--- src/verilog/dcwl_map.svh ---
// Register offsets, field positions, device codes and reset values of the word link
`ifndef DCWL_MAP_SVH
`define DCWL_MAP_SVH

`define DCWL_OFF_CMD 8'h00
`define DCWL_OFF_ACC 8'h04
`define DCWL_OFF_RESULT 8'h08
`define DCWL_OFF_STATUS 8'h0C
`define DCWL_OFF_MASK 8'h10

`define DCWL_CMD_DEV_LSB 0
`define DCWL_CMD_DEV_MSB 5
`define DCWL_CMD_XFER_LSB 6
`define DCWL_CMD_XFER_MSB 7
`define DCWL_CMD_FUNC_LSB 8
`define DCWL_CMD_FUNC_MSB 9

`define DCWL_DEV_RX 6'h20
`define DCWL_DEV_TX 6'h21
`define DCWL_DEV_ILK 6'h1E

`define DCWL_MASK_FD_BIT 0
`define DCWL_MASK_ILK_BIT 6
`define DCWL_MASK_RESET 7'h00

`define DCWL_ST_RX_BUSY 0
`define DCWL_ST_RX_DONE 1
`define DCWL_ST_TX_BUSY 2
`define DCWL_ST_TX_DONE 3
`define DCWL_ST_ILK_BUSY 4
`define DCWL_ST_ILK_DONE 5
`define DCWL_ST_PRIMARY 6

`define DCWL_WORD_RESET 16'h0000

`endif

--- src/verilog/dcwl_pkg.sv ---
// Types shared by the word link design
package dcwl_pkg;

	typedef enum logic [1:0]
	{
		XFER_NONE,
		XFER_READ,
		XFER_WRITE,
		XFER_CLEAR_FLAGS
	} dcwl_xfer_t;

	typedef enum logic [1:0]
	{
		FUNC_NONE,
		FUNC_START,
		FUNC_CLEAR,
		FUNC_PULSE
	} dcwl_func_t;

	// Everything carried by the cable in one direction; t_* are toggle events
	typedef struct packed
	{
		logic [15:0] fd_word;
		logic [15:0] hd_word;
		logic rx_busy;
		logic tx_busy;
		logic ilk_busy;
		logic t_release;
		logic t_tx_start;
		logic t_fd_word;
		logic t_ilk_free;
		logic t_ilk_notify;
		logic t_hd_word;
	} dcwl_link_t;

endpackage

--- src/verilog/dcwl_pin_sync.sv ---
// Three-stage synchroniser with agreement filter for the cable inputs
`timescale 1ns/100ps
module dcwl_pin_sync
#(
	parameter int WIDTH = 41
)
(
	input wire logic core_clk,
	input wire logic rst_b,
	input wire logic [WIDTH-1:0] pin_in,
	output logic [WIDTH-1:0] stable
);
	logic [WIDTH-1:0] stage1;
	logic [WIDTH-1:0] stage2;
	logic [WIDTH-1:0] stage3;

	// A bit is taken only once the second and third stages agree
	always_ff @(posedge core_clk or negedge rst_b)
	begin
		if (!rst_b)
		begin
			stage1 <= '0;
			stage2 <= '0;
			stage3 <= '0;
			stable <= '0;
		end
		else
		begin
			stage1 <= pin_in;
			stage2 <= stage1;
			stage3 <= stage2;
			for (int i = 0; i < WIDTH; i++)
			begin
				if (stage2[i] == stage3[i])
					stable[i] <= stage3[i];
			end
		end
	end
endmodule

--- src/verilog/dcwl_link_core.sv ---
// One side of the dual processor word link: full duplex ports, shared interlock port, APB registers
//
// Our own choices: the APB slave port and the address map.
`timescale 1ns/100ps
`include "dcwl_map.svh"
module dcwl_link_core
(
	input wire logic core_clk,
	input wire logic rst_b,
	input wire logic psel,
	input wire logic penable,
	input wire logic pwrite,
	input wire logic [7:0] paddr,
	input wire logic [31:0] pwdata,
	output logic [31:0] prdata,
	output logic pready,
	output logic pslverr,
	input wire logic link_primary,
	input wire dcwl_pkg::dcwl_link_t link_in,
	output dcwl_pkg::dcwl_link_t link_out,
	output logic irq
);
	import dcwl_pkg::*;

	localparam int LINK_W = $bits(dcwl_link_t);

	logic [LINK_W-1:0] peer_bits;
	dcwl_link_t peer;
	dcwl_link_t peer_prev;
	logic [15:0] acc;
	logic [15:0] result;
	logic [15:0] rx_buf;
	logic [15:0] hd_buf;
	logic [6:0] mask;
	logic rx_busy;
	logic rx_done;
	logic tx_busy;
	logic tx_done;
	logic ilk_busy;
	logic ilk_done;
	logic primary;
	logic strap_taken;
	logic [31:0] rd_val;
	logic addr_ok;

	////////////////////////////////////////////////////////////////////////////
	// Cable inputs

	dcwl_pin_sync #(.WIDTH(LINK_W)) u_sync
	(
		.core_clk(core_clk),
		.rst_b(rst_b),
		.pin_in(link_in),
		.stable(peer_bits)
	);

	assign peer = dcwl_link_t'(peer_bits);

	always_ff @(posedge core_clk or negedge rst_b)
	begin
		if (!rst_b)
			peer_prev <= '0;
		else
			peer_prev <= peer;
	end

	wire ev_release = peer.t_release ^ peer_prev.t_release;
	wire ev_tx_start = peer.t_tx_start ^ peer_prev.t_tx_start;
	wire ev_fd_word = peer.t_fd_word ^ peer_prev.t_fd_word;
	wire ev_ilk_free = peer.t_ilk_free ^ peer_prev.t_ilk_free;
	wire ev_ilk_notify = peer.t_ilk_notify ^ peer_prev.t_ilk_notify;
	wire ev_hd_word = peer.t_hd_word ^ peer_prev.t_hd_word;

	// Strap is caught once after reset release, never under the reset itself
	always_ff @(posedge core_clk or negedge rst_b)
	begin
		if (!rst_b)
		begin
			primary <= 1'b0;
			strap_taken <= 1'b0;
		end
		else if (!strap_taken)
		begin
			primary <= link_primary;
			strap_taken <= 1'b1;
		end
	end

	////////////////////////////////////////////////////////////////////////////
	// Command decode; a command acts at the edge that completes its APB write

	wire bus_done = psel & penable & pready;
	wire cmd_go = bus_done & pwrite & (paddr == `DCWL_OFF_CMD);
	wire dcwl_xfer_t xfer = dcwl_xfer_t'(pwdata[`DCWL_CMD_XFER_MSB:`DCWL_CMD_XFER_LSB]);
	wire dcwl_func_t func = dcwl_func_t'(pwdata[`DCWL_CMD_FUNC_MSB:`DCWL_CMD_FUNC_LSB]);

	function automatic logic dev_hit(input logic go, input logic [31:0] cmd, input logic [5:0] code);
		return go && (cmd[`DCWL_CMD_DEV_MSB:`DCWL_CMD_DEV_LSB] == code);
	endfunction

	wire rx_cmd = dev_hit(cmd_go, pwdata, `DCWL_DEV_RX);
	wire tx_cmd = dev_hit(cmd_go, pwdata, `DCWL_DEV_TX);
	wire ilk_cmd = dev_hit(cmd_go, pwdata, `DCWL_DEV_ILK);
	wire ilk_dib = ilk_cmd && (xfer == XFER_CLEAR_FLAGS);
	// Clear-flags ignores any coded function, whose result is undefined anyway
	wire ilk_fn = ilk_cmd && !ilk_dib;

	wire rx_read = rx_cmd && (xfer == XFER_READ);
	wire rx_start = rx_cmd && (func == FUNC_START);
	wire rx_clear = rx_cmd && (func == FUNC_CLEAR);
	wire tx_write = tx_cmd && (xfer == XFER_WRITE);
	wire tx_start = tx_cmd && (func == FUNC_START);
	wire tx_clear = tx_cmd && (func == FUNC_CLEAR);
	wire ilk_read = ilk_fn && (xfer == XFER_READ);
	wire ilk_write = ilk_fn && (xfer == XFER_WRITE);
	wire ilk_start = ilk_fn && (func == FUNC_START);
	wire ilk_clear = ilk_fn && (func == FUNC_CLEAR);
	wire ilk_pulse = ilk_fn && (func == FUNC_PULSE);
	wire rel_out = (rx_start && rx_busy) || rx_clear;

	////////////////////////////////////////////////////////////////////////////
	// APB slave: one wait state so that read data comes from a flip-flop

	always_comb
	begin
		addr_ok = 1'b1;
		rd_val = 32'h0000_0000;
		unique case (paddr)
			`DCWL_OFF_CMD: rd_val = 32'h0000_0000;
			`DCWL_OFF_ACC: rd_val = {16'h0000, acc};
			`DCWL_OFF_RESULT: rd_val = {16'h0000, result};
			`DCWL_OFF_STATUS:
			begin
				rd_val[`DCWL_ST_RX_BUSY] = rx_busy;
				rd_val[`DCWL_ST_RX_DONE] = rx_done;
				rd_val[`DCWL_ST_TX_BUSY] = tx_busy;
				rd_val[`DCWL_ST_TX_DONE] = tx_done;
				rd_val[`DCWL_ST_ILK_BUSY] = ilk_busy;
				rd_val[`DCWL_ST_ILK_DONE] = ilk_done;
				rd_val[`DCWL_ST_PRIMARY] = primary;
			end
			`DCWL_OFF_MASK: rd_val = {25'h0000000, mask};
			default: addr_ok = 1'b0;
		endcase
	end

	always_ff @(posedge core_clk or negedge rst_b)
	begin
		if (!rst_b)
		begin
			pready <= 1'b0;
			prdata <= 32'h0000_0000;
			pslverr <= 1'b0;
		end
		else
		begin
			pready <= psel & penable & ~pready;
			if (psel & penable & ~pready)
			begin
				prdata <= pwrite ? 32'h0000_0000 : rd_val;
				pslverr <= ~addr_ok;
			end
		end
	end

	always_ff @(posedge core_clk or negedge rst_b)
	begin
		if (!rst_b)
		begin
			acc <= `DCWL_WORD_RESET;
			mask <= `DCWL_MASK_RESET;
		end
		else if (bus_done & pwrite)
		begin
			if (paddr == `DCWL_OFF_ACC)
				acc <= pwdata[15:0];
			if (paddr == `DCWL_OFF_MASK)
				mask <= pwdata[6:0];
		end
	end

	////////////////////////////////////////////////////////////////////////////
	// Full duplex receive flags

	always_ff @(posedge core_clk or negedge rst_b)
	begin
		if (!rst_b)
		begin
			rx_busy <= 1'b0;
			rx_done <= 1'b0;
		end
		else
		begin
			if (rx_start)
			begin
				rx_busy <= 1'b1;
				rx_done <= peer.tx_busy;
			end
			else if (rx_clear)
			begin
				rx_busy <= 1'b0;
				rx_done <= 1'b0;
			end
			// A peer start arriving with the local command still sets done
			if (ev_tx_start && (rx_busy || rx_start))
				rx_done <= 1'b1;
		end
	end

	////////////////////////////////////////////////////////////////////////////
	// Full duplex transmit flags

	always_ff @(posedge core_clk or negedge rst_b)
	begin
		if (!rst_b)
		begin
			tx_busy <= 1'b0;
			tx_done <= 1'b0;
		end
		else
		begin
			if (tx_start)
			begin
				tx_busy <= 1'b1;
				tx_done <= 1'b0;
			end
			else if (tx_clear)
			begin
				tx_busy <= 1'b0;
				tx_done <= 1'b0;
			end
			if (ev_release)
			begin
				tx_busy <= 1'b0;
				tx_done <= tx_busy;
			end
		end
	end

	////////////////////////////////////////////////////////////////////////////
	// Interlock flags

	always_ff @(posedge core_clk or negedge rst_b)
	begin
		if (!rst_b)
		begin
			ilk_busy <= 1'b0;
			ilk_done <= 1'b0;
		end
		else
		begin
			if (ilk_start && !peer.ilk_busy)
				ilk_busy <= 1'b1;
			if (ilk_clear || ilk_pulse)
				ilk_done <= 1'b0;
			if (ilk_dib)
			begin
				ilk_busy <= 1'b0;
				ilk_done <= 1'b0;
			end
			if (ev_ilk_free)
				ilk_busy <= 1'b0;
			// Both claimed inside the cable latency: the secondary side backs off
			if (ilk_busy && peer.ilk_busy && !primary)
				ilk_busy <= 1'b0;
			if (ev_ilk_notify)
				ilk_done <= 1'b1;
		end
	end

	////////////////////////////////////////////////////////////////////////////
	// Word buffers and read results

	always_ff @(posedge core_clk or negedge rst_b)
	begin
		if (!rst_b)
		begin
			rx_buf <= `DCWL_WORD_RESET;
			hd_buf <= `DCWL_WORD_RESET;
			result <= `DCWL_WORD_RESET;
		end
		else
		begin
			if (ev_fd_word)
				rx_buf <= peer.fd_word;
			// Each side keeps a copy of the shared word; a local write wins a collision
			if (ilk_write)
				hd_buf <= acc;
			else if (ev_hd_word)
				hd_buf <= peer.hd_word;
			if (rx_read)
				result <= rx_buf;
			else if (ilk_read)
				result <= hd_buf;
		end
	end

	////////////////////////////////////////////////////////////////////////////
	// Cable outputs; word and its toggle leave in the same cycle

	always_ff @(posedge core_clk or negedge rst_b)
	begin
		if (!rst_b)
			link_out <= '0;
		else
		begin
			link_out.rx_busy <= rx_busy;
			link_out.tx_busy <= tx_busy;
			link_out.ilk_busy <= ilk_busy;
			if (tx_write)
			begin
				link_out.fd_word <= acc;
				link_out.t_fd_word <= ~link_out.t_fd_word;
			end
			if (ilk_write)
			begin
				link_out.hd_word <= acc;
				link_out.t_hd_word <= ~link_out.t_hd_word;
			end
			if (rel_out)
				link_out.t_release <= ~link_out.t_release;
			if (tx_start)
				link_out.t_tx_start <= ~link_out.t_tx_start;
			if (ilk_clear)
				link_out.t_ilk_free <= ~link_out.t_ilk_free;
			if (ilk_pulse)
				link_out.t_ilk_notify <= ~link_out.t_ilk_notify;
		end
	end

	////////////////////////////////////////////////////////////////////////////
	// Interrupt request

	always_ff @(posedge core_clk or negedge rst_b)
	begin
		if (!rst_b)
			irq <= 1'b0;
		else
			irq <= (~mask[`DCWL_MASK_FD_BIT] & (rx_done | tx_done)) | (~mask[`DCWL_MASK_ILK_BIT] & ilk_done);
	end
endmodule

--- config.mk ---
export PLATFORM = sky130hd
export DESIGN_NAME = dcwl_link_core
export DESIGN_NICKNAME = d
export VERILOG_FILES = /design/src/verilog/dcwl_pkg.sv /design/src/verilog/dcwl_pin_sync.sv /design/src/verilog/dcwl_link_core.sv
export VERILOG_INCLUDE_DIRS = /design/src /design/src/verilog
export SDC_FILE = /design/constraint.sdc
export NUM_CORES = 1
export LEC_CHECK = 0
export ABC_AREA = 1
export BUFFER_PORTS_ARGS = -buffer_cell sky130_fd_sc_hd__buf_4
export CAP_MARGIN = 20
export CORE_ASPECT_RATIO = 1.4
export CORE_MARGIN = 2
export CORE_UTILIZATION = 30
export CTS_CLUSTER_DIAMETER = 120
export DETAILED_ROUTE_END_ITERATION = 12
export GPL_TIMING_DRIVEN = 0
export PLACE_DENSITY = 0.45
export REMOVE_ABC_BUFFERS = 1
export SLEW_MARGIN = 15
export SYNTH_ARGS = -nofsm -noshare
export SYNTH_HDL_FRONTEND = slang
export SYNTH_HIERARCHICAL = 1
export SYNTH_SLANG_ARGS = --single-unit
--- constraint.sdc ---
create_clock -name core_clk -period 2 [get_ports core_clk]
set_clock_uncertainty 0.1 [all_clocks]
set_input_delay 0.1 -clock core_clk [delete_from_list [all_inputs] [get_ports core_clk]]
set_output_delay 0.1 -clock core_clk [all_outputs]
set_load 0.02 [all_outputs]
# Word level (Yosys, flattened, before mapping)
# Cells that the tools add are included.
# classes
add_sub_neg	0
multipliers	0
n_div	0
n_lt_le_gt_ge	0
n_eq_ne	53
shifts	0
mux	24
bitwise_logic	25
n_reduce_logical	38
# ops
operator	n
16-bit two-way mux	4
1-bit == test	40
32-bit two-way mux	1
7-bit one-hot mux with 4 select lines	1
1-bit logical AND	21
9-bit one-hot mux with 2 select lines	1
1-bit two-way mux	17
8-bit by 4-bit == test with 1-bit output, second input constant	2
6-bit == test, second input constant	2
1-bit NOT	10
3-bit nonzero test	3
2-bit == test, second input constant	4
8-bit by 3-bit == test with 1-bit output, second input constant	1
8-bit by 5-bit == test with 1-bit output, second input constant	1
8-bit zero test	1
1-bit AND	7
6-bit by 5-bit == test with 1-bit output, second input constant	1
2-bit nonzero test	3
1-bit bitwise XOR	6
5-bit OR reduction	1
2-bit by 1-bit == test with 1-bit output, second input constant	2
2-bit AND reduction	2
4-bit nonzero test	1
1-bit zero test	3
other kinds (2)	5
# totals
reg_bits	324
latch_bits	0
ramBits	0
rom_bits	0
input_bits	87
out_inout_bits	76
n_memories	0

# Longest topological paths before layout
# depth
depth_word	14
depth_mapped	10
mapped_depth_nobuf	9

# Modules after synthesis
# Netlist, hierarchy kept.
# modules_own_cells
module	n_inst	cells_each	area_per_inst_um2	seq_area_each_um2
dcwl_link_core	1	755	6621.4	3628.5
dcwl_pin_sync	1	328	4770.8	4103.9

# Least setup slack after synthesis
# OpenSTA, ideal clock, no wires.
# synth_timing
kind	flip-flop to flip-flop
startpoint	register u_sync.stable[3]
endpoint	register rx_buf[10]
setup_time_ns	0.125
arrival_ns	1.415
required_time_ns	1.775
setup_slack_ns	0.360
stages_incl_launch_ff	4
cell_sequence	dfrtp_1 xor2_1 buf_2 mux2_2
# synth_between
elab_chain_len	1
# synth_lines
item	line_no	rtl
start: declaration	dcwl_pin_sync.sv:11	output logic [WIDTH-1:0] stable
start signal: indexed assignment	dcwl_pin_sync.sv:35	stable[i] <= stage3[i];
1-bit bitwise XOR	dcwl_link_core.sv:69	wire ev_fd_word = peer.t_fd_word ^ peer_prev.t_fd_word;
end signal: assignment	dcwl_link_core.sv:278	rx_buf <= `DCWL_WORD_RESET;
end signal: assignment	dcwl_link_core.sv:285	rx_buf <= peer.fd_word;
end: declaration	dcwl_link_core.sv:32	logic [15:0] rx_buf;
# No other way between the ends.
# A chain may end at the register's enable or synchronous reset.

# Worst setup path after layout
# layout_timing
startpoint	input port paddr[1]
endpoint	register ilk_busy
# layout_between
elab_chain_len	9
# layout_lines
item	line_no	rtl
start: declaration	dcwl_link_core.sv:13	input wire logic [7:0] paddr,
8-bit zero test *	n/a	
1-bit AND *	dcwl_link_core.sv:93	wire cmd_go = bus_done & pwrite & (paddr == `DCWL_OFF_CMD);
1-bit logical AND *	dcwl_link_core.sv:98	return go && (cmd[`DCWL_CMD_DEV_MSB:`DCWL_CMD_DEV_LSB] == code);
1-bit logical AND	dcwl_link_core.sv:104	wire ilk_dib = ilk_cmd && (xfer == XFER_CLEAR_FLAGS);
1-bit zero test	dcwl_link_core.sv:106	wire ilk_fn = ilk_cmd && !ilk_dib;
1-bit logical AND	dcwl_link_core.sv:106	
1-bit logical AND	dcwl_link_core.sv:116	wire ilk_start = ilk_fn && (func == FUNC_START);
1-bit logical AND	dcwl_link_core.sv:252	if (ilk_start && !peer.ilk_busy)
4-bit nonzero test (no line)	n/a	
end signal: assignment	dcwl_link_core.sv:253	ilk_busy <= 1'b1;
end signal: assignment	dcwl_link_core.sv:258	ilk_busy <= 1'b0;
end signal: assignment	dcwl_link_core.sv:262	ilk_busy <= 1'b0;
end: declaration	dcwl_link_core.sv:39	logic ilk_busy;
# Every way passes the cells marked *; elsewhere a longest branch is shown, timed or not.

==> impl_metrics.toml <==
[global_routing]
first_global_vias = 7893
antenna_found_initial = 0
grt_pass1_wl_um = 43200
groute.usage.overall_pct = 14.0
overflow = 0
grt_max_degree = 102

[finish]
area_growth_pct = 33.0
antenna_cells = 0
finalNetCount = 1391
n_fill_cell = 3621
drive_above_1_share_pct = 20.1

[placement]
hpwlAfterDp_um = 17400
numPortBuffers = 129
place_congestion = 0.798
dp_slack_ns = -0.844

[setup_path]
r2r_cells = 8
crit_path_end_kind = "flop"
worstPathMaxFanout = 6
crit_arrival_ns = 2.28
r2r-start = "pready"
timing.rr.end = "ilk_busy"
crit_required_ns = 2.31
path_class = "input port to flop"
worstSetupStartpointType = "input port"
reg2reg_slack_ns = 0.05

[timing]
finalCritPeriodShare_pct = 98.2
fmax_mhz = 509
worst_slack_ns = 0.0358
whs_ns = -0.0173
relSlewSlack_pct = 30.3
hold_viol_final = 1
tightest_slew_ns = 1.04
setup_viol = 0
finalCriticalPeriod_ns = 1.96
final_max_slew_viol_count = 0
rsz0062_at_grt = "true"

[floorplan]
core_area_mm2 = 0.0373
die_area_mm2 = 0.0392
start_util_pct = 30.2
num_rows = 84
pin_count = 163
die_y_um = 233
die_x_um = 168

[clock_tree]
cts_buffers = 34
h-tree-depth = 2
tritoncts = "built"
clockRootBuffer = "clkbuf_16"
cts.clk_slew.worst_paths_ns = 0.06
clk_latency_ns = 0.52
clockBufferDepth = 3
numClockSinks = 305

[hold_path]
hold_end = "pslverr"
hold_start = "paddr[0]"
hp-class = "input port to flop"
hold_depth = 5

[power]
power_density_mw_per_mm2 = 964
peakVddDrop_mv = 0.483
leakagePower_nw = 7.37

[routing]
drtAntennaViolNets = 0
wl_per_cell_um = 15.5
dr.pass1.iters = 5
drtIter0Drc = 442
drt_wl_total_um = 28000
via_count = 7859
drc = 0
viasPerCell = 4.37

[job]
drv_cap = 0

[synthesis]
syn_area_mm2 = 0.0113
avgSynthCellArea_um2 = 10.5
synth_cells = 1075
ys_warn_count = 6

[status]
status = "finished with violations"
violations = "negative hold slack"
==> layer usage <==
metal / GRT usage (%) / vias to the layer above / routed length, um
met5: 0 / - / 0
met4: 4.73 / 0 / 748
met3: 2.44 / 44 / 1220
met2: 23.4 / 176 / 13700
met1: 18.5 / 3810 / 12300
li1: - / 3829 / -
==> report_power, final <==
group          internal [W]  leakage, nW  switching [W]
Sequential          0.00659         3.79       0.000252
Clock               0.00397        0.581        0.00247
Combinational      0.000553         3.01       0.000608
Total                0.0111         7.37        0.00333
==> area by class of cell <==
class / count / area (um2) / share of cell area, %
tap: 473 / 592 / 3.95
clock buffer: 51 / 1080 / 7.19
sequential: 305 / 7630 / 50.9
inverter: 105 / 398 / 2.65
multi-input combinational: 637 / 3150 / 21.0
timing repair buffer: 221 / 2060 / 13.7
clock inverter: 7 / 88.8 / 0.592
==> placed cells by master (no fill, tap or decap), types with 4 or more instances in the layout <==
master / count
xnor2_1: 6
nand3_1: 63
inv_1: 102
buf_16: 5
nor2_2: 5
clkbuf_1: 4
dlygate4sd3_1: 72
clkinv_2: 4
o21ai_0: 66
o21ai_2: 17
nand2_2: 5
dfrtp_1: 305
mux2_2: 17
conb_1: 17
nor2_1: 67
nor2_4: 5
nand2_1: 277
clkbuf_8: 10
clkbuf_16: 41
o21ai_1: 20
a21oi_1: 48
buf_4: 134
==> flip-flops by register name (all words and copies together) (netlist names), 6 cells and up <==
signal         cells
link_out          41
peer_prev          6
hd_buf            16
acc               16
u_sync/stage3     40
result            16
prdata            16
u_sync/stage2     40
rx_buf            16
u_sync/stage1     40
u_sync/stable     40
mask               7
==> critical path, stage by stage <==
cell and delay (ns):
buf_4 0.11, dlygate4sd3_1 0.57, nor2_2 0.16, nand2_2 0.10
nor2_4 0.22, nand2_4 0.13, nor2_8 0.17, nand2_2 0.07
nand2_1 0.05, dlygate4sd3_1 0.54, a21oi_1 0.04
==> worst max-delay path by stage <==
stage	start	endpoint	slack (ns)	cells after the start
after floorplan	pready	link_out[0]	-0.07	6
final	paddr[1]	ilk_busy	0.04	11
after CTS	pready	acc[12]	-0.002	5
after global routing	paddr[5]	mask[4]	-0.04	6
after global placement	rst_b	u_sync/stage3[4]	-2.20	1
after detailed placement	paddr[5]	acc[12]	-0.84	7
==> repair_timing <==
action,in CTS,in global routing
hold endpoints to repair,322,0
cloned,0,6
resized for setup,5,16
hold buffers,73,0
setup buffers,0,7
endpoints found under the setup margin,53,138
pin swaps,0,3
==> through the flow <==
stage / area, um2 / util (%) / power [W] / TNS, ns / instances
final: 15000 / 40.2 / 0.0144 / 0 / 1799
after global routing: 15000 / 40.2 / 0.0151 / -0.191 / 1799
after CTS: 14700 / 39.5 / 0.0147 / -0.00173 / 1786
after detailed placement: 12800 / 34.3 / 0.00801 / -31.40 / 1655
after global placement: 12600 / 33.8 / 0.00791 / -728.05 / 1648
after floorplan: 11000 / - / 0.00747 / -2.04 / 1046
Note: power is estimated with default switching activity, not from simulation.
